### src/rtl/mop_pkg.sv
// Constants shared by the motor overload protection block.
package mop_pkg;

    // ************************************************************
    // Time base and timing counts.
    // ************************************************************
    localparam int unsigned CLK_PERIOD_NS = 25;
    // One step of every duration setting is a tenth of a second.
    localparam int unsigned TICK_NS = 100_000_000;
    localparam int unsigned TICK_CYCLES = TICK_NS / CLK_PERIOD_NS;
    // A minute in nanoseconds overflows 32 bits, so count in seconds.
    localparam int unsigned SECOND_NS = 1_000_000_000;
    localparam int unsigned ONE_MINUTE_TICKS = 60 * (SECOND_NS / TICK_NS);

    // ************************************************************
    // Register byte offsets.
    // ************************************************************
    localparam logic [7:0] CTRL_OFS = 8'h00;
    localparam logic [7:0] ROUTE_OFS = 8'h04;
    localparam logic [7:0] ALERT_OFS = 8'h08;
    localparam logic [7:0] FAULT_OFS = 8'h0c;
    localparam logic [7:0] THERM_OFS = 8'h10;
    localparam logic [7:0] STATUS_OFS = 8'h14;
    localparam logic [7:0] CLEAR_OFS = 8'h18;

    // ************************************************************
    // Field positions.
    // ************************************************************
    localparam int unsigned CTRL_ALERT_EN_POS = 0;
    localparam int unsigned CTRL_OL_ACT_POS = 1;
    localparam int unsigned CTRL_TH_ACT_POS = 3;
    localparam int unsigned CTRL_COOLING_POS = 5;
    localparam int unsigned CTRL_DUTY_POS = 6;
    localparam int unsigned ROUTE_RELAY_POS = 0;
    localparam int unsigned ROUTE_TRANS_POS = 4;
    localparam int unsigned THR_POS = 0;
    localparam int unsigned DUR_POS = 16;
    localparam int unsigned THERM_ONE_MIN_POS = 0;
    localparam int unsigned THERM_CONT_POS = 8;
    localparam int unsigned CLR_OL_POS = 0;
    localparam int unsigned CLR_TH_POS = 1;

    // ************************************************************
    // Reset values and codes.
    // ************************************************************
    localparam logic ALERT_EN_RST = 1'b1;
    localparam logic [1:0] OL_ACT_RST = 2'h1;
    localparam logic [1:0] TH_ACT_RST = 2'h0;
    localparam logic COOLING_RST = 1'b0;
    localparam logic DUTY_RST = 1'b1;
    localparam logic [3:0] FUNC_OVERLOAD = 4'h5;
    localparam logic [3:0] FUNC_RST = 4'h5;
    localparam logic [7:0] ALERT_THR_RST = 8'h96;
    localparam logic [9:0] ALERT_DUR_RST = 10'h064;
    localparam logic [7:0] FAULT_THR_RST = 8'hb4;
    localparam logic [9:0] FAULT_DUR_RST = 10'h258;
    localparam logic [7:0] ONE_MIN_RST = 8'h96;
    localparam logic [7:0] CONT_RST = 8'h78;
    localparam logic [7:0] NORMAL_DUTY_PCT = 8'h78;
    localparam logic [7:0] HEAVY_DUTY_PCT = 8'h96;
    localparam logic [7:0] LOW_SPEED_PCT = 8'h32;

    // Fault action codes.
    localparam logic [1:0] ACT_NONE = 2'h0;
    localparam logic [1:0] ACT_COAST = 2'h1;
    localparam logic [1:0] ACT_DECEL = 2'h2;

    typedef enum logic {MOP_ST_IDLE, MOP_ST_ACCESS} mop_apb_e;

endpackage

### src/rtl/mop_supervisor.sv
// Motor overload supervisor with alert, fault timing and thermal model.
//
// Behaviour
// - Overload alert appears only while the alert enable is set.
// - Alert rises after current stays above alert threshold for its duration.
// - The alert never blocks or slows the drive output.
// - Relay and transistor outputs carry the alert only when set to code 5.
// - Overload fault action: 0 nothing, 1 coast, 2 decelerate to stop.
// - Overload fault after current stays above fault threshold for duration.
// - Thermal fault action: 0 disabled, 1 coast, 2 decelerate to stop.
// - A thermal trip shows its own fault status to the display.
// - One-minute rating is the current tolerated for one minute.
// - Below the continuous rating the motor runs without thermal action.
// - Cooling type: 0 shaft fan speed dependent, 1 separate fan.
// - Duty class caps one-minute tolerance: normal 120, heavy 150 percent.
`timescale 1ns/10ps
`default_nettype none
module mop_supervisor #(
    parameter int unsigned TICK_CYCLES = mop_pkg::TICK_CYCLES,
    parameter int unsigned HEAT_W = 24
) (
    input wire logic clk_i,
    input wire logic rst_i,
    input wire logic psel_i,
    input wire logic penable_i,
    input wire logic pwrite_i,
    input wire logic [7:0] paddr_i,
    input wire logic [31:0] pwdata_i,
    output logic [31:0] prdata_o,
    output logic pready_o,
    output logic pslverr_o,
    input wire logic [7:0] motor_current_i,
    input wire logic [7:0] motor_speed_i,
    output logic overload_alert_o,
    output logic relay_out_o,
    output logic transistor_output_one_o,
    output logic overload_fault_o,
    output logic thermal_fault_o,
    output logic output_block_o,
    output logic decel_stop_o
);

    // ************************************************************
    // Helpers.
    // ************************************************************
    function automatic logic f_is_coast(input logic [1:0] act);
        f_is_coast = (act == mop_pkg::ACT_COAST);
    endfunction

    function automatic logic f_is_decel(input logic [1:0] act);
        f_is_decel = (act == mop_pkg::ACT_DECEL);
    endfunction

    function automatic logic [7:0] f_min(input logic [7:0] a,
                                         input logic [7:0] b);
        f_min = (a < b) ? a : b;
    endfunction

    // ************************************************************
    // Settings registers and bus slave.
    // ************************************************************
    logic alert_en_q, alert_en_d;
    logic [1:0] ol_act_q, ol_act_d;
    logic [1:0] th_act_q, th_act_d;
    logic cooling_q, cooling_d;
    logic duty_q, duty_d;
    logic [3:0] relay_func_q, relay_func_d;
    logic [3:0] trans_func_q, trans_func_d;
    logic [7:0] alert_thr_q, alert_thr_d;
    logic [9:0] alert_dur_q, alert_dur_d;
    logic [7:0] fault_thr_q, fault_thr_d;
    logic [9:0] fault_dur_q, fault_dur_d;
    logic [7:0] one_min_q, one_min_d;
    logic [7:0] cont_q, cont_d;
    logic clr_ol, clr_th;
    logic [31:0] rdata_d;
    logic pready_d, pslverr_d;
    logic wr_en;
    logic mapped;
    mop_pkg::mop_apb_e apb_q, apb_d;

    // A write lands only at the edge that completes the access phase.
    assign wr_en = psel_i && penable_i && pready_o && pwrite_i;
    assign mapped = (paddr_i <= mop_pkg::CLEAR_OFS) && (paddr_i[1:0] == 2'h0);
    assign clr_ol = wr_en && (paddr_i == mop_pkg::CLEAR_OFS) &&
        pwdata_i[mop_pkg::CLR_OL_POS];
    assign clr_th = wr_en && (paddr_i == mop_pkg::CLEAR_OFS) &&
        pwdata_i[mop_pkg::CLR_TH_POS];

    // Settings update, read mux and zero-wait answer in the access phase.
    always_comb begin
        alert_en_d = alert_en_q;
        ol_act_d = ol_act_q;
        th_act_d = th_act_q;
        cooling_d = cooling_q;
        duty_d = duty_q;
        relay_func_d = relay_func_q;
        trans_func_d = trans_func_q;
        alert_thr_d = alert_thr_q;
        alert_dur_d = alert_dur_q;
        fault_thr_d = fault_thr_q;
        fault_dur_d = fault_dur_q;
        one_min_d = one_min_q;
        cont_d = cont_q;
        rdata_d = prdata_o;
        pready_d = 1'b0;
        pslverr_d = 1'b0;
        apb_d = mop_pkg::MOP_ST_IDLE;
        case (apb_q)
            mop_pkg::MOP_ST_IDLE: begin
                if (psel_i && !penable_i) begin
                    apb_d = mop_pkg::MOP_ST_ACCESS;
                    pready_d = 1'b1;
                    pslverr_d = !mapped;
                    rdata_d = 32'h0000_0000;
                    case (paddr_i)
                        mop_pkg::CTRL_OFS: begin
                            rdata_d[mop_pkg::CTRL_ALERT_EN_POS] = alert_en_q;
                            rdata_d[mop_pkg::CTRL_OL_ACT_POS+:2] = ol_act_q;
                            rdata_d[mop_pkg::CTRL_TH_ACT_POS+:2] = th_act_q;
                            rdata_d[mop_pkg::CTRL_COOLING_POS] = cooling_q;
                            rdata_d[mop_pkg::CTRL_DUTY_POS] = duty_q;
                        end
                        mop_pkg::ROUTE_OFS: begin
                            rdata_d[mop_pkg::ROUTE_RELAY_POS+:4] = relay_func_q;
                            rdata_d[mop_pkg::ROUTE_TRANS_POS+:4] = trans_func_q;
                        end
                        mop_pkg::ALERT_OFS: begin
                            rdata_d[mop_pkg::THR_POS+:8] = alert_thr_q;
                            rdata_d[mop_pkg::DUR_POS+:10] = alert_dur_q;
                        end
                        mop_pkg::FAULT_OFS: begin
                            rdata_d[mop_pkg::THR_POS+:8] = fault_thr_q;
                            rdata_d[mop_pkg::DUR_POS+:10] = fault_dur_q;
                        end
                        mop_pkg::THERM_OFS: begin
                            rdata_d[mop_pkg::THERM_ONE_MIN_POS+:8] = one_min_q;
                            rdata_d[mop_pkg::THERM_CONT_POS+:8] = cont_q;
                        end
                        mop_pkg::STATUS_OFS: begin
                            rdata_d[6:0] = {decel_stop_o, output_block_o,
                                thermal_fault_o, overload_fault_o,
                                transistor_output_one_o, relay_out_o,
                                overload_alert_o};
                        end
                        default: begin
                            rdata_d = 32'h0000_0000;
                        end
                    endcase
                end
            end
            mop_pkg::MOP_ST_ACCESS: begin
                if (wr_en) begin
                    case (paddr_i)
                        mop_pkg::CTRL_OFS: begin
                            alert_en_d = pwdata_i[mop_pkg::CTRL_ALERT_EN_POS];
                            ol_act_d = pwdata_i[mop_pkg::CTRL_OL_ACT_POS+:2];
                            th_act_d = pwdata_i[mop_pkg::CTRL_TH_ACT_POS+:2];
                            cooling_d = pwdata_i[mop_pkg::CTRL_COOLING_POS];
                            duty_d = pwdata_i[mop_pkg::CTRL_DUTY_POS];
                        end
                        mop_pkg::ROUTE_OFS: begin
                            relay_func_d =
                                pwdata_i[mop_pkg::ROUTE_RELAY_POS+:4];
                            trans_func_d =
                                pwdata_i[mop_pkg::ROUTE_TRANS_POS+:4];
                        end
                        mop_pkg::ALERT_OFS: begin
                            alert_thr_d = pwdata_i[mop_pkg::THR_POS+:8];
                            alert_dur_d = pwdata_i[mop_pkg::DUR_POS+:10];
                        end
                        mop_pkg::FAULT_OFS: begin
                            fault_thr_d = pwdata_i[mop_pkg::THR_POS+:8];
                            fault_dur_d = pwdata_i[mop_pkg::DUR_POS+:10];
                        end
                        mop_pkg::THERM_OFS: begin
                            one_min_d = pwdata_i[mop_pkg::THERM_ONE_MIN_POS+:8];
                            cont_d = pwdata_i[mop_pkg::THERM_CONT_POS+:8];
                        end
                        default: begin
                            alert_en_d = alert_en_q;
                        end
                    endcase
                end
            end
            default: begin
                apb_d = mop_pkg::MOP_ST_IDLE;
            end
        endcase
    end

    always_ff @(posedge clk_i) begin
        if (rst_i) begin
            apb_q <= mop_pkg::MOP_ST_IDLE;
            prdata_o <= 32'h0000_0000;
            pready_o <= 1'b0;
            pslverr_o <= 1'b0;
            alert_en_q <= mop_pkg::ALERT_EN_RST;
            ol_act_q <= mop_pkg::OL_ACT_RST;
            th_act_q <= mop_pkg::TH_ACT_RST;
            cooling_q <= mop_pkg::COOLING_RST;
            duty_q <= mop_pkg::DUTY_RST;
            relay_func_q <= mop_pkg::FUNC_RST;
            trans_func_q <= mop_pkg::FUNC_RST;
            alert_thr_q <= mop_pkg::ALERT_THR_RST;
            alert_dur_q <= mop_pkg::ALERT_DUR_RST;
            fault_thr_q <= mop_pkg::FAULT_THR_RST;
            fault_dur_q <= mop_pkg::FAULT_DUR_RST;
            one_min_q <= mop_pkg::ONE_MIN_RST;
            cont_q <= mop_pkg::CONT_RST;
        end else begin
            apb_q <= apb_d;
            prdata_o <= rdata_d;
            pready_o <= pready_d;
            pslverr_o <= pslverr_d;
            alert_en_q <= alert_en_d;
            ol_act_q <= ol_act_d;
            th_act_q <= th_act_d;
            cooling_q <= cooling_d;
            duty_q <= duty_d;
            relay_func_q <= relay_func_d;
            trans_func_q <= trans_func_d;
            alert_thr_q <= alert_thr_d;
            alert_dur_q <= alert_dur_d;
            fault_thr_q <= fault_thr_d;
            fault_dur_q <= fault_dur_d;
            one_min_q <= one_min_d;
            cont_q <= cont_d;
        end
    end

    // ************************************************************
    // Time base and threshold timers.
    // ************************************************************
    logic [31:0] tick_cnt_q, tick_cnt_d;
    logic tick;
    logic alert_expired, fault_expired;

    // Tenth-of-second tick shared by both timers and the heat model.
    assign tick = (tick_cnt_q == 32'(TICK_CYCLES - 1));
    always_comb begin
        tick_cnt_d = tick ? 32'h0000_0000 : tick_cnt_q + 32'h0000_0001;
    end

    always_ff @(posedge clk_i) begin
        if (rst_i) begin
            tick_cnt_q <= 32'h0000_0000;
        end else begin
            tick_cnt_q <= tick_cnt_d;
        end
    end

    mop_duration_timer #(.DUR_W(10)) u_alert_timer (
        .clk_i(clk_i),
        .rst_i(rst_i),
        .tick_i(tick),
        .above_i(motor_current_i > alert_thr_q),
        .duration_i(alert_dur_q),
        .expired_o(alert_expired)
    );

    mop_duration_timer #(.DUR_W(10)) u_fault_timer (
        .clk_i(clk_i),
        .rst_i(rst_i),
        .tick_i(tick),
        .above_i(motor_current_i > fault_thr_q),
        .duration_i(fault_dur_q),
        .expired_o(fault_expired)
    );

    // ************************************************************
    // Electronic thermal model.
    // ************************************************************
    logic [HEAT_W-1:0] heat_q, heat_d;
    logic [HEAT_W-1:0] heat_limit;
    logic [7:0] one_min_eff;
    logic [7:0] excess;
    logic heat_trip;

    // Duty class caps the tolerated one-minute current.
    assign one_min_eff = f_min(one_min_q, duty_q ?
        mop_pkg::HEAVY_DUTY_PCT : mop_pkg::NORMAL_DUTY_PCT);
    // Sized so a steady one-minute current reaches the limit in a minute.
    assign heat_limit = (one_min_eff > cont_q) ?
        HEAT_W'(one_min_eff - cont_q) * HEAT_W'(mop_pkg::ONE_MINUTE_TICKS)
        : HEAT_W'(1);
    assign excess = (motor_current_i > cont_q) ?
        motor_current_i - cont_q : 8'h00;
    assign heat_trip = (heat_q >= heat_limit);

    // A shaft fan cools poorly at low speed, so heat builds twice as fast.
    // Heat stops rising at the limit, so a long overload cannot wrap it.
    always_comb begin
        heat_d = heat_q;
        if (tick) begin
            if (excess != 8'h00) begin
                if (heat_trip) begin
                    heat_d = heat_q;
                end else if (!cooling_q &&
                             (motor_speed_i < mop_pkg::LOW_SPEED_PCT)) begin
                    heat_d = heat_q + HEAT_W'({excess, 1'b0});
                end else begin
                    heat_d = heat_q + HEAT_W'(excess);
                end
            end else if (heat_q != '0) begin
                heat_d = heat_q - HEAT_W'(1);
            end
        end
    end

    always_ff @(posedge clk_i) begin
        if (rst_i) begin
            heat_q <= '0;
        end else begin
            heat_q <= heat_d;
        end
    end

    // ************************************************************
    // Alert routing and fault latches.
    // ************************************************************
    logic alert_d, relay_d, trans_d;
    logic ol_fault_d, th_fault_d, block_d, decel_d;

    // Faults hold until cleared; a new trip in the clear cycle wins.
    always_comb begin
        alert_d = alert_en_q && alert_expired;
        relay_d = alert_d && (relay_func_q == mop_pkg::FUNC_OVERLOAD);
        trans_d = alert_d && (trans_func_q == mop_pkg::FUNC_OVERLOAD);
        ol_fault_d = (fault_expired && (ol_act_q != mop_pkg::ACT_NONE)) ||
            (overload_fault_o && !clr_ol);
        th_fault_d = (heat_trip && (th_act_q != mop_pkg::ACT_NONE)) ||
            (thermal_fault_o && !clr_th);
        block_d = (ol_fault_d && f_is_coast(ol_act_q)) ||
            (th_fault_d && f_is_coast(th_act_q));
        decel_d = !block_d && ((ol_fault_d && f_is_decel(ol_act_q)) ||
            (th_fault_d && f_is_decel(th_act_q)));
    end

    always_ff @(posedge clk_i) begin
        if (rst_i) begin
            overload_alert_o <= 1'b0;
            relay_out_o <= 1'b0;
            transistor_output_one_o <= 1'b0;
            overload_fault_o <= 1'b0;
            thermal_fault_o <= 1'b0;
            output_block_o <= 1'b0;
            decel_stop_o <= 1'b0;
        end else begin
            overload_alert_o <= alert_d;
            relay_out_o <= relay_d;
            transistor_output_one_o <= trans_d;
            overload_fault_o <= ol_fault_d;
            thermal_fault_o <= th_fault_d;
            output_block_o <= block_d;
            decel_stop_o <= decel_d;
        end
    end
endmodule
`default_nettype wire

### src/rtl/mop_duration_timer.sv
// Counts how long a level stays above a threshold, in time-base ticks.
`timescale 1ns/10ps
`default_nettype none
module mop_duration_timer #(
    parameter int unsigned DUR_W = 10
) (
    input wire logic clk_i,
    input wire logic rst_i,
    input wire logic tick_i,
    input wire logic above_i,
    input wire logic [DUR_W-1:0] duration_i,
    output logic expired_o
);

    logic [DUR_W-1:0] cnt_q;
    logic [DUR_W-1:0] cnt_d;

    // The count restarts from zero whenever the level drops back, so
    // only an unbroken excursion ever reaches the duration.
    always_comb begin
        cnt_d = cnt_q;
        if (!above_i) begin
            cnt_d = '0;
        end else if (tick_i && (cnt_q < duration_i)) begin
            cnt_d = cnt_q + DUR_W'(1);
        end
    end

    always_ff @(posedge clk_i) begin
        if (rst_i) begin
            cnt_q <= '0;
        end else begin
            cnt_q <= cnt_d;
        end
    end

    // A zero duration expires at the first cycle above the threshold.
    assign expired_o = above_i && (cnt_q >= duration_i);
endmodule
`default_nettype wire

### config.mk
export PLATFORM = sky130hd
export DESIGN_NAME = mop_supervisor
export DESIGN_NICKNAME = d
export VERILOG_FILES = /design/src/rtl/mop_pkg.sv /design/src/rtl/mop_supervisor.sv /design/src/rtl/mop_duration_timer.sv
export SDC_FILE = /design/constraint.sdc
export NUM_CORES = 1
export LEC_CHECK = 0
export BUFFER_PORTS_ARGS = -buffer_cell sky130_fd_sc_hd__buf_2
export CORE_AREA = 2 2 180 182
export DETAILED_ROUTE_END_ITERATION = 12
export DIE_AREA = 0 0 182 184
export GPL_ROUTABILITY_DRIVEN = 0
export PLACE_DENSITY_LB_ADDON = 0.15
export SLEW_MARGIN = 20
export SYNTH_ARGS = -nofsm -noshare
export SYNTH_HDL_FRONTEND = slang
export SYNTH_SLANG_ARGS = --single-unit
### constraint.sdc
create_clock -name clk_i -period 11.15 [get_ports clk_i]
set_clock_uncertainty 0.15 [all_clocks]
set_input_delay 2.7875 -clock clk_i [delete_from_list [all_inputs] [get_ports clk_i]]
set_output_delay 2.7875 -clock clk_i [all_outputs]
set_load 0.01 [all_outputs]
# ---- Word-level counts from Yosys, hierarchy flattened
# Cells that the tools add are included.
dict set report totals {
  regBits 178
  output_inout_bits 41
  input_bits 61
  elab_cells 133
}
dict set report classes {
  magnitude_cmp 12
  n_mul 1
  addsub 8
  reduce_logical 54
  n_bitwise 4
  eq_ne 14
  muxes 13
}
# cell n
set ops {}
lappend ops {{$mux 24} 5}
lappend ops {{$pmux 7 s6} 1}
lappend ops {{$add 32x1->32 const B} 1}
lappend ops {{$eq 32x22->1 const B} 1}
lappend ops {{$gt 8x8->1} 4}
lappend ops {{$mux 8} 4}
lappend ops {{$logic_and 1x1->1} 25}
lappend ops {{$add 24x8->24} 1}
lappend ops {{$add 24x9->24} 1}
lappend ops {{$eq 8x5->1 const B} 3}
lappend ops {{$ge 24x24->1} 1}
lappend ops {{$mul 24x7->21 const B} 1}
lappend ops {{$reduce_bool 24->1} 1}
lappend ops {{$sub 24x1->24 const B} 1}
lappend ops {{$add 10x1->10 const B} 2}
lappend ops {{$ge 10x10->1} 2}
lappend ops {{$lt 10x10->1} 2}
lappend ops {{$pmux 10 s2} 1}
lappend ops {{$reduce_and 3->1} 6}
lappend ops {{$eq 8x4->1 const B} 2}
lappend ops {{$sub 8x8->9} 1}
lappend ops {{$eq 4x3->1 const B} 2}
lappend ops {{$eq 8x3->1 const B} 1}
lappend ops {{$le 8x5->1 const B} 1}
lappend ops {{18 further kinds} 36}

# ---- Logic depth before layout (Yosys ltp)
# Gate-level depths: netlist of run 1.
dict set report depth {
  word_depth 13
  depth_mapped 41
  ltp_nobuf 39
}

# ---- By module
# Synthesis of run 1 repeated with hierarchy kept, for this count alone.
dict set report hier_totals {
  cells_unflattened 1616
  area_unflattened_um2 12897.4
}
# mod area_each_um2 cells_each instances
set modules_own_cells {}
lappend modules_own_cells {mop_supervisor 11333.4 1426 1}
lappend modules_own_cells {mop_duration_timer 782.0 95 2}

# ---- Worst setup path after synthesis of run 1
# OpenSTA, ideal clock, no wires.
dict set report synth_timing {
  path_type {register to register}
  from {register duty_q}
  to {register heat_q[16]}
  path_slack_ps 1918
  path_stages_with_launch 39
  n_path_buf 2
  synth_period_minus_slack_ps 9232
  arrival_time_ps 8961
  required_ps 10879
  cell_sequence {dfxtp_1 -> inv_1 -> ha_1 -> a21o_1 -> a21oi_1 -> o21bai_1 -> a21o_1 -> a21oi_1 -> nor2_1 -> a21o_1 -> ha_1 -> nor2b_1 -> o21ai_0 -> a21oi_1 -> a211o_1 -> buf_1 -> inv_1 -> ha_1 -> (+3 left out) -> fa_1 -> inv_1 -> ha_1 -> nand3_1 -> a211o_1 -> a31oi_1 -> xnor3_1 -> nand2b_1 -> ha_1 -> a21o_1 -> nand3_1 -> o211ai_1 -> a221o_1 -> a311oi_2 -> mux2i_1 -> buf_4 -> a21oi_1 -> mux2_2}
}
dict set report synth_between {
  elab_chain_len 9
}
# item line
set synth_lines {}
lappend synth_lines {{from (decl)} mop_supervisor.sv:66} ;# logic duty_q, duty_d;
lappend synth_lines {{from (signal assigned)} mop_supervisor.sv:202} ;# duty_q <= mop_pkg::DUTY_RST;
lappend synth_lines {{from (signal assigned)} mop_supervisor.sv:220} ;# duty_q <= duty_d;
lappend synth_lines {{$mux 8 *} mop_supervisor.sv:281} ;# assign one_min_eff = f_min(one_min_q, duty_q ?
lappend synth_lines {{$lt 8x8->1} mop_supervisor.sv:56} ;# f_min = (a < b) ? a : b;
lappend synth_lines {{$mux 8 *} mop_supervisor.sv:56}
lappend synth_lines {{$sub 8x8->9} mop_supervisor.sv:285} ;# HEAT_W'(one_min_eff - cont_q) * HEAT_W'(mop_pkg::ONE_MINUTE_TICKS)
lappend synth_lines {{$mul 24x7->21} mop_supervisor.sv:285}
lappend synth_lines {{$mux 24 *} mop_supervisor.sv:284} ;# assign heat_limit = (one_min_eff > cont_q) ?
lappend synth_lines {{$ge 24x24->1 *} mop_supervisor.sv:289} ;# assign heat_trip = (heat_q >= heat_limit);
lappend synth_lines {{$ne 2x2->1 (no source line) *} --}
lappend synth_lines {{$reduce_and 3->1 (no source line) *} --}
lappend synth_lines {{to (signal assigned)} mop_supervisor.sv:315} ;# heat_q <= heat_d;
lappend synth_lines {{to (decl)} mop_supervisor.sv:274} ;# logic [HEAT_W-1:0] heat_q, heat_d;
# Every way passes the cells marked *; elsewhere a longest branch is shown, timed or not.
# A chain may end at the register's enable or synchronous reset.

# ---- Final worst setup path of run 1
dict set report layout_timing {
  from {register duty_q}
  to {register heat_q[9]}
}
# The elaborated chain is that of the path after synthesis.

==> metrics.md, run 1 <==
| Metric | Value |
|---|---|
| Pin count of the biggest net entering global routing | 83 |
| Register area | 0.00356 mm² |
| Grt total ovfl | 0 |
| Max_slew headroom | between 30% and 40% |
| Clk Tree Root Cell | clkbuf_16 |
| XOR/XNOR Fraction of Synth Area | 6.17% |
| Worst IR Drop VDD | between 0.1 and 0.15 mV |
| Layout cells sized above 1 | 10.2% |
| Cell variety after synth | 82 |
| Top cell type's share of synthesized area | 28.7% |
| Layout Area Growth over Synthesis | 11.8% |
| Crit-path max FO | 30 |
| CTS tree | yes |
| Final instance area | 0.0139 mm² |
| Worst Max-Slew Pin Slew | 0.968 ns |
| DRT antenna net count | 0 |
| CP Data Required Time | between 10 and 15 ns |
| Dominant synthesized flop cell | dfxtp_1 |
| GRT met1 Usage | 26.5% |
| Post-Synth Simple-Gate Area | 24.0% |
| Final Critical Period | 10.10 ns |
| Ports | 102 |
| CP max stage delay | 0.59 ns |
| Cells after synthesis | 1546 |
| Static Leakage | 5.95 nW |
| Die width | between 150 and 200 µm |
| DR vias/cell | 5.42 |
| Vias in the first global route | 10500 |
| Avg WL per Cell | 16.6 µm |
| Initial drt markers | 776 |
| Worst r2r path cells | 38 |
| Die ar. | 0.0335 mm² |
| Maximum clock frequency | ~0.099 GHz |
| Std cell rows | 65 |
| Pwr dens | 102 mW/mm² |
| Largest family of logic cells by synthesized area | simple AND/OR/NAND/NOR gates |
| Post-synthesis mux area share | 2.11% |
| Post-synth EDFFs | 0 |
| YS warnings | 0 |
| Final worst setup slack | around 1.0 ns |
| DRC errors left | 0 |
| Die height | 184 µm |
| CP most frequent cell | ha_1 |
| RSZ-0062 raised after global routing | false |
| Worst-Skew Late Latency | between 0.4 and 0.5 ns |
| Synth top area cells | dfxtp_1, ha_1, nand2_1, nor2_1, a21oi_1 |
| Tcrit/Tclk final | 90.6% |
| Compound-Gate Fraction of Synth Area | 17.3% |
| Register share of total power | 45.4% |
| Sink Count | around 180 |
| Combinational share of power | 7.3% |
| DRT Wirelength | 33700 µm |
| PortBufs | 88 |
| Max_cap viols | 0 |
| Area occupied by multi-input gates | 0.00823 mm² |
| WHS | 0.314 ns |
| Sw frac | about a quarter |
| Starting Density | 39.5% |
| Worst Hold Class | reg2reg |
| Core area | 0.0314 mm² |
| Setup Viol. Count Final | 0 |
| # fillers | 3190 |
| CP endpoint kind | register |
| GRT Total Usage | 20.5% |
| Synthesized flop and latch total | 178 |
| Met2 usage | between 30% and 40% |
| Post-cts hold buffer count | 0 |
| Post-DP Area | 0.0132 mm² |
| Internal | approximately 1.0 mW |
| CP Class | reg2reg |
| Clock buffer depth | 2 |
| Dpl ws | 0.835 ns |
| Most frequent cell after synthesis | dfxtp_1 |
| Crit start category | register |
| Hold depth | 2 |
| Synth Area in Adders | 16.2% |
| P_sw | 0.366 mW |
| Most frequent cells after synthesis | dfxtp_1, nand2_1, nor2_1, ha_1, a21oi_1 |
| Part of the power in the clock network | 47.3% |
| Synth Cell Area | 0.0124 mm² |
| Reg clk slew, reported paths | 0.08 ns |
| Nets@finish | around 1800 |
| Mean Syn Cell Area | 8.03 µm² |
| CTS buffer count | 17 |
| First-pass GRT wire length | between 50000 and 60000 µm |
| GR Util met3 | 3.66% |
| Register area share after synthesis | 28.7% |
| Critical-path cell with the highest stage delay | a2111oi_0 |
| Initial antenna violation count | 5 |
| Layer with the highest usage | met2 |
| Ys async rst share | 0% |
| 1st-pass router iterations | 5 |
| Design Power | 1.42 mW |
| Fin. max-slew vios | 0 |
| Vias | 11000 |
| WP data arrival | 10.30 ns |
| Fin Setup TNS | 0 ns |
| DPL Wire Length | 25300 µm |
| Final hold viol count | 0 |
| H-Tree Level Count | 4 |
| Post-synth top area cell | dfxtp_1 |
| Status | completed |
==> layout make-up <==
cell class / instances / area share, %
Inverter: 105 / 2.84
Sequential cell: 178 / 25.7
Multi-Input combinational cell: 1205 / 59.3
Clock buffer: 18 / 3.17
Tap cell: 402 / 3.62
Timing Repair Buffer: 99 / 3.79
Antenna cell: 3 / 0.0541
Clock inverter: 14 / 1.53
==> layout by cell type, fill, tap and decap left out, types with 16 or more instances in the layout <==
cell,count
xnor2_1,43
nand3_1,72
buf_2,87
nor2_1,163
a221oi_1,18
a21oi_1,114
nand4_1,38
dfxtp_1,178
nor2b_1,27
ha_1,137
a21o_1,31
xor2_1,40
nor3_1,34
o211ai_1,19
clkbuf_16,17
o21ai_0,35
inv_1,103
nand2_1,173
a22oi_1,16
==> worst paths after layout <==
check | startpoint | to | slack (ns)
max | duty_q | heat_q[9] | 1.05
min | prdata_o[8] | prdata_o[8] | 0.31
max reg2reg | duty_q | heat_q[9] | 1.05
min reg2reg | prdata_o[8] | prdata_o[8] | 0.31
==> metrics by stage <==
| stage | utilization [%] | std cells |
|---|---|---|
| 2_1_floorplan | - | 1551 |
| 3_3_place_gp | 42.1 | 1989 |
| 3_5_place_dp | 42.1 | 1989 |
| 4_1_cts | 44.2 | 2021 |
| 5_1_grt | 44.2 | 2022 |
| 6_report | 44.2 | 2024 |
==> metal layers <==
metal	part of all wire (%)	vias to the layer above
li1	-	5589
met1	46	5127
met2	48	214
met3	4.3	35
met4	1.9	4
met5	0.062	-
==> worst max-delay path: cells and delay by family (launching register included) <==
family	cells	cell delay (ns)
AOI/OAI and AO/OA	16	4.11
adders and majority gates	8	2.74
and+or+nand+nor	7	1.24
DFF	1	0.48
buffers and inverters	4	0.48
muxes	2	0.46
xor gates and xnor gates	1	0.33
==> logic make-up (layout without fill, tap and decap cells) <==
logic type | count (synthesis) | in the layout
and+or+nand+nor | 615 | 615
buffers and inverters | 168 | 236
xor gates and xnor gates | 85 | 85
adders and majority gates | 152 | 152
AOI/OAI and AO/OA | 323 | 323
other | 1 | 9
DFF | 178 | 178
muxes | 24 | 24
==> sequential cells by signal, summed over array words and instances, names as in the netlist, 2 cells and up <==
name                 flops
trans_func_q             4
th_act_q                 2
heat_q                  24
fault_dur_q             10
fault_thr_q              8
relay_func_q             4
ol_act_q                 2
u_fault_timer.cnt_q     10
prdata_o                26
u_alert_timer.cnt_q     10
one_min_q                8
tick_cnt_q              32
cont_q                   8
alert_thr_q              8
alert_dur_q             10
==> what timing repair did <==
action | CTS | global route
buffers inserted | 0 | 0
endpoints found under the setup margin | 0 | 2
resized for setup | 0 | 1
==> power by group through the flow <==
stage	clock network (mW)	registers, mW	logic, mW
after floorplan	0	0.660	0.0637
after global placement	0	0.658	0.103
after detailed placement	0	0.658	0.103
after CTS	0.687	0.643	0.104
after global routing	0.711	0.644	0.115
final	0.669	0.643	0.103
No activity file was read; power rests on OpenSTA's default activity.
==> inputs of run 2 (changes only) <==
Settings changed: MAX_ROUTING_LAYER set to met4.
==> run 2 against run 1 <==
Setup slack worse by 0.043 ns. Die area unchanged. Wire length up 0.36%. Critical endpoint unchanged. Cell count about the same. Core utilization about the same. Critical path type unchanged. Hold slack about the same. Maximum frequency down 0.43%. Clock-buffer cell count unchanged. Clock power about the same.
==> metrics.md, run 2 (same netlist as run 1, synthesis figures left out) <==
| Metric | Value |
|---|---|
| Status | completed |
| Std cell rows | 65 |
| Hold path endpoint | prdata_o[8] |
| Reg2reg start | duty_q |
| Maximum clock frequency | 0.0985 GHz |
| DR vias/cell | 5.40 |
| GRT Total Usage | 21.2% |
| Worst Hold Class | reg2reg |
| Worst r2r path cells | 38 |
| Reg2reg setup slack | ~1 ns |
| Pwr dens | 102 mW/mm² |
| DRT Wirelength | approximately 34000 µm |
| Tcrit/Tclk final | 91.0% |
| Fin util | 44.2% |
| Largest register by flop count | tick_cnt_q |
| Static Leakage | 5.95 nW |
| Max_cap viols | 0 |
| Layout cells sized above 1 | about a tenth |
| Most frequent cells in the layout | dfxtp_1, nand2_1, nor2_1, ha_1, a21oi_1 |
| CP max stage delay | a little under 0.6 ns |
| PortBufs | 88 |
| Sink Count | 178 |
| CP endpoint kind | register |
| CP most frequent cell | ha_1 |
| Worst Max-Slew Pin Slew | just under 1 ns |
| Avg WL per Cell | 16.7 µm |
| Pin count of the biggest net entering global routing | 83 |
| Grt total ovfl | 0 |
| Final Critical Period | 10.15 ns |
| Fin Setup TNS | 0 ns |
| Final Non-Filler Cells | 2026 |
| Commonest non-fill, non-tap cell in the layout | dfxtp_1 |
| Final hold viol count | 0 |
| Hold depth | 2 |
| Initial antenna violation count | 5 |
| Die ar. | 0.0335 mm² |
| Area occupied by multi-input gates | 0.00823 mm² |
| DRT antenna net count | 0 |
| Post-CTS setup buffers | 0 |
| Vias | 10900 |
| First-pass GRT wire length | 55100 µm |
| Crit start category | register |
| Leading registers by flop count | tick_cnt_q: 32 flops, prdata_o: 26 flops, heat_q: 24 flops |
| Worst IR Drop VDD | 0.105 mV |
| Final instance area | about 0.014 mm² |
| DPL Wire Length | 25300 µm |
| Die width | 182 µm |
| CP Class | reg2reg |
| Clock buffer depth | 2 |
| Worst-Skew Late Latency | 0.45 ns |
| Ports | 102 |
| WP data arrival | 10.34 ns |
| Starting Density | 39.5% |
| Reg clk slew, reported paths | around 0.08 ns |
| 1st-pass router iterations | 6 |
| Clk Tree Root Cell | clkbuf_16 |
| Initial drt markers | about 780 |
| RSZ-0062 raised after global routing | false |
| Die height | 184 µm |
| Critical-path cell with the highest stage delay | a2111oi_0 |
| Flip-flop count of the largest register after layout | 32 |
| Register area | 0.00356 mm² |
| Max_slew headroom | 35.5% |
| Worst R2R End | heat_q[9] |
| Post-cts hold buffer count | 0 |
| CTS buffer count | 17 |
| CTS tree | yes |
| Crit-path max FO | 30 |
| Post_cts resized | 0 |
| DP Cell Count | 1989 |
| Nets@finish | approximately 1800 |
| H-Tree Level Count | 4 |
| # fillers | 3188 |
| Fin. max-slew vios | 0 |
| CP Data Required Time | about 11 ns |
| Design Power | 1.42 mW |
| Core area | 0.0314 mm² |
| Post-DP Area | ~0.013 mm² |
| Worst hold start | prdata_o[8] |
| Vias in the first global route | 10500 |
| Setup Viol. Count Final | 0 |
| DRC errors left | 0 |
| Layout Area Growth over Synthesis | 11.8% |
-- run 2: cell count changes in the layout (fill, tap and decap cells not counted), sizes merged --
cell   change
diode      +2
-- run 2: metal layers --
| metal | GRT usage, % | share of wire, % |
|---|---|---|
| met4 | 6.32 | 1.8 |
| met3 | 3.41 | 3.7 |
| met5 | - | 0 |
| met1 | 26.7 | 47 |
| met2 | 34.9 | 48 |
-- run 2: layout make-up --
type,count,share of cell area (%)
clock buffers,18,3.16
diodes,5,0.0901
well taps,402,3.62
inverters,105,2.84
flip-flops and latches,178,25.7
multi-input cells,1205,59.3
repair buffers,99,3.79
clock inverters,14,1.53
-- run 2: power by group --
group / switching [mW] / internal [mW]
Sequential: 0.00298 / 0.640
Clock: 0.299 / 0.373
Combinational: 0.0668 / 0.0362
-- run 2: worst max-delay path, delay by kind of cell (launching register included) --
| kind | cells | cell delay [ns] |
|---|---|---|
| AOI/OAI and AO/OA | 16 | 4.11 |
| xor gates and xnor gates | 1 | 0.32 |
| adders and majority gates | 8 | 2.74 |
| buffers and inverters | 4 | 0.48 |
| DFF | 1 | 0.48 |
| muxes | 2 | 0.46 |
| and+or+nand+nor | 7 | 1.26 |
-- run 2: worst max-delay path by stage --
stage / startpoint / to / slack [ns] / cells past startpoint
floorplan: duty_q / heat_q[16] / 1.92 / 38
global placement: duty_q / heat_q[9] / 0.90 / 37
detailed placement: duty_q / heat_q[9] / 0.83 / 37
CTS: duty_q / heat_q[9] / 0.80 / 37
global route: duty_q / heat_q[9] / 0.23 / 37
finish: duty_q / heat_q[9] / 1.00 / 38
-- run 2: per-stage QoR --
step                      hold slack, ns  setup slack, ns
after floorplan                    0.288             1.92
after global placement             0.305            0.898
after detailed placement           0.309            0.835
after CTS                          0.320            0.798
after global routing               0.347            0.229
final                              0.314             1.00
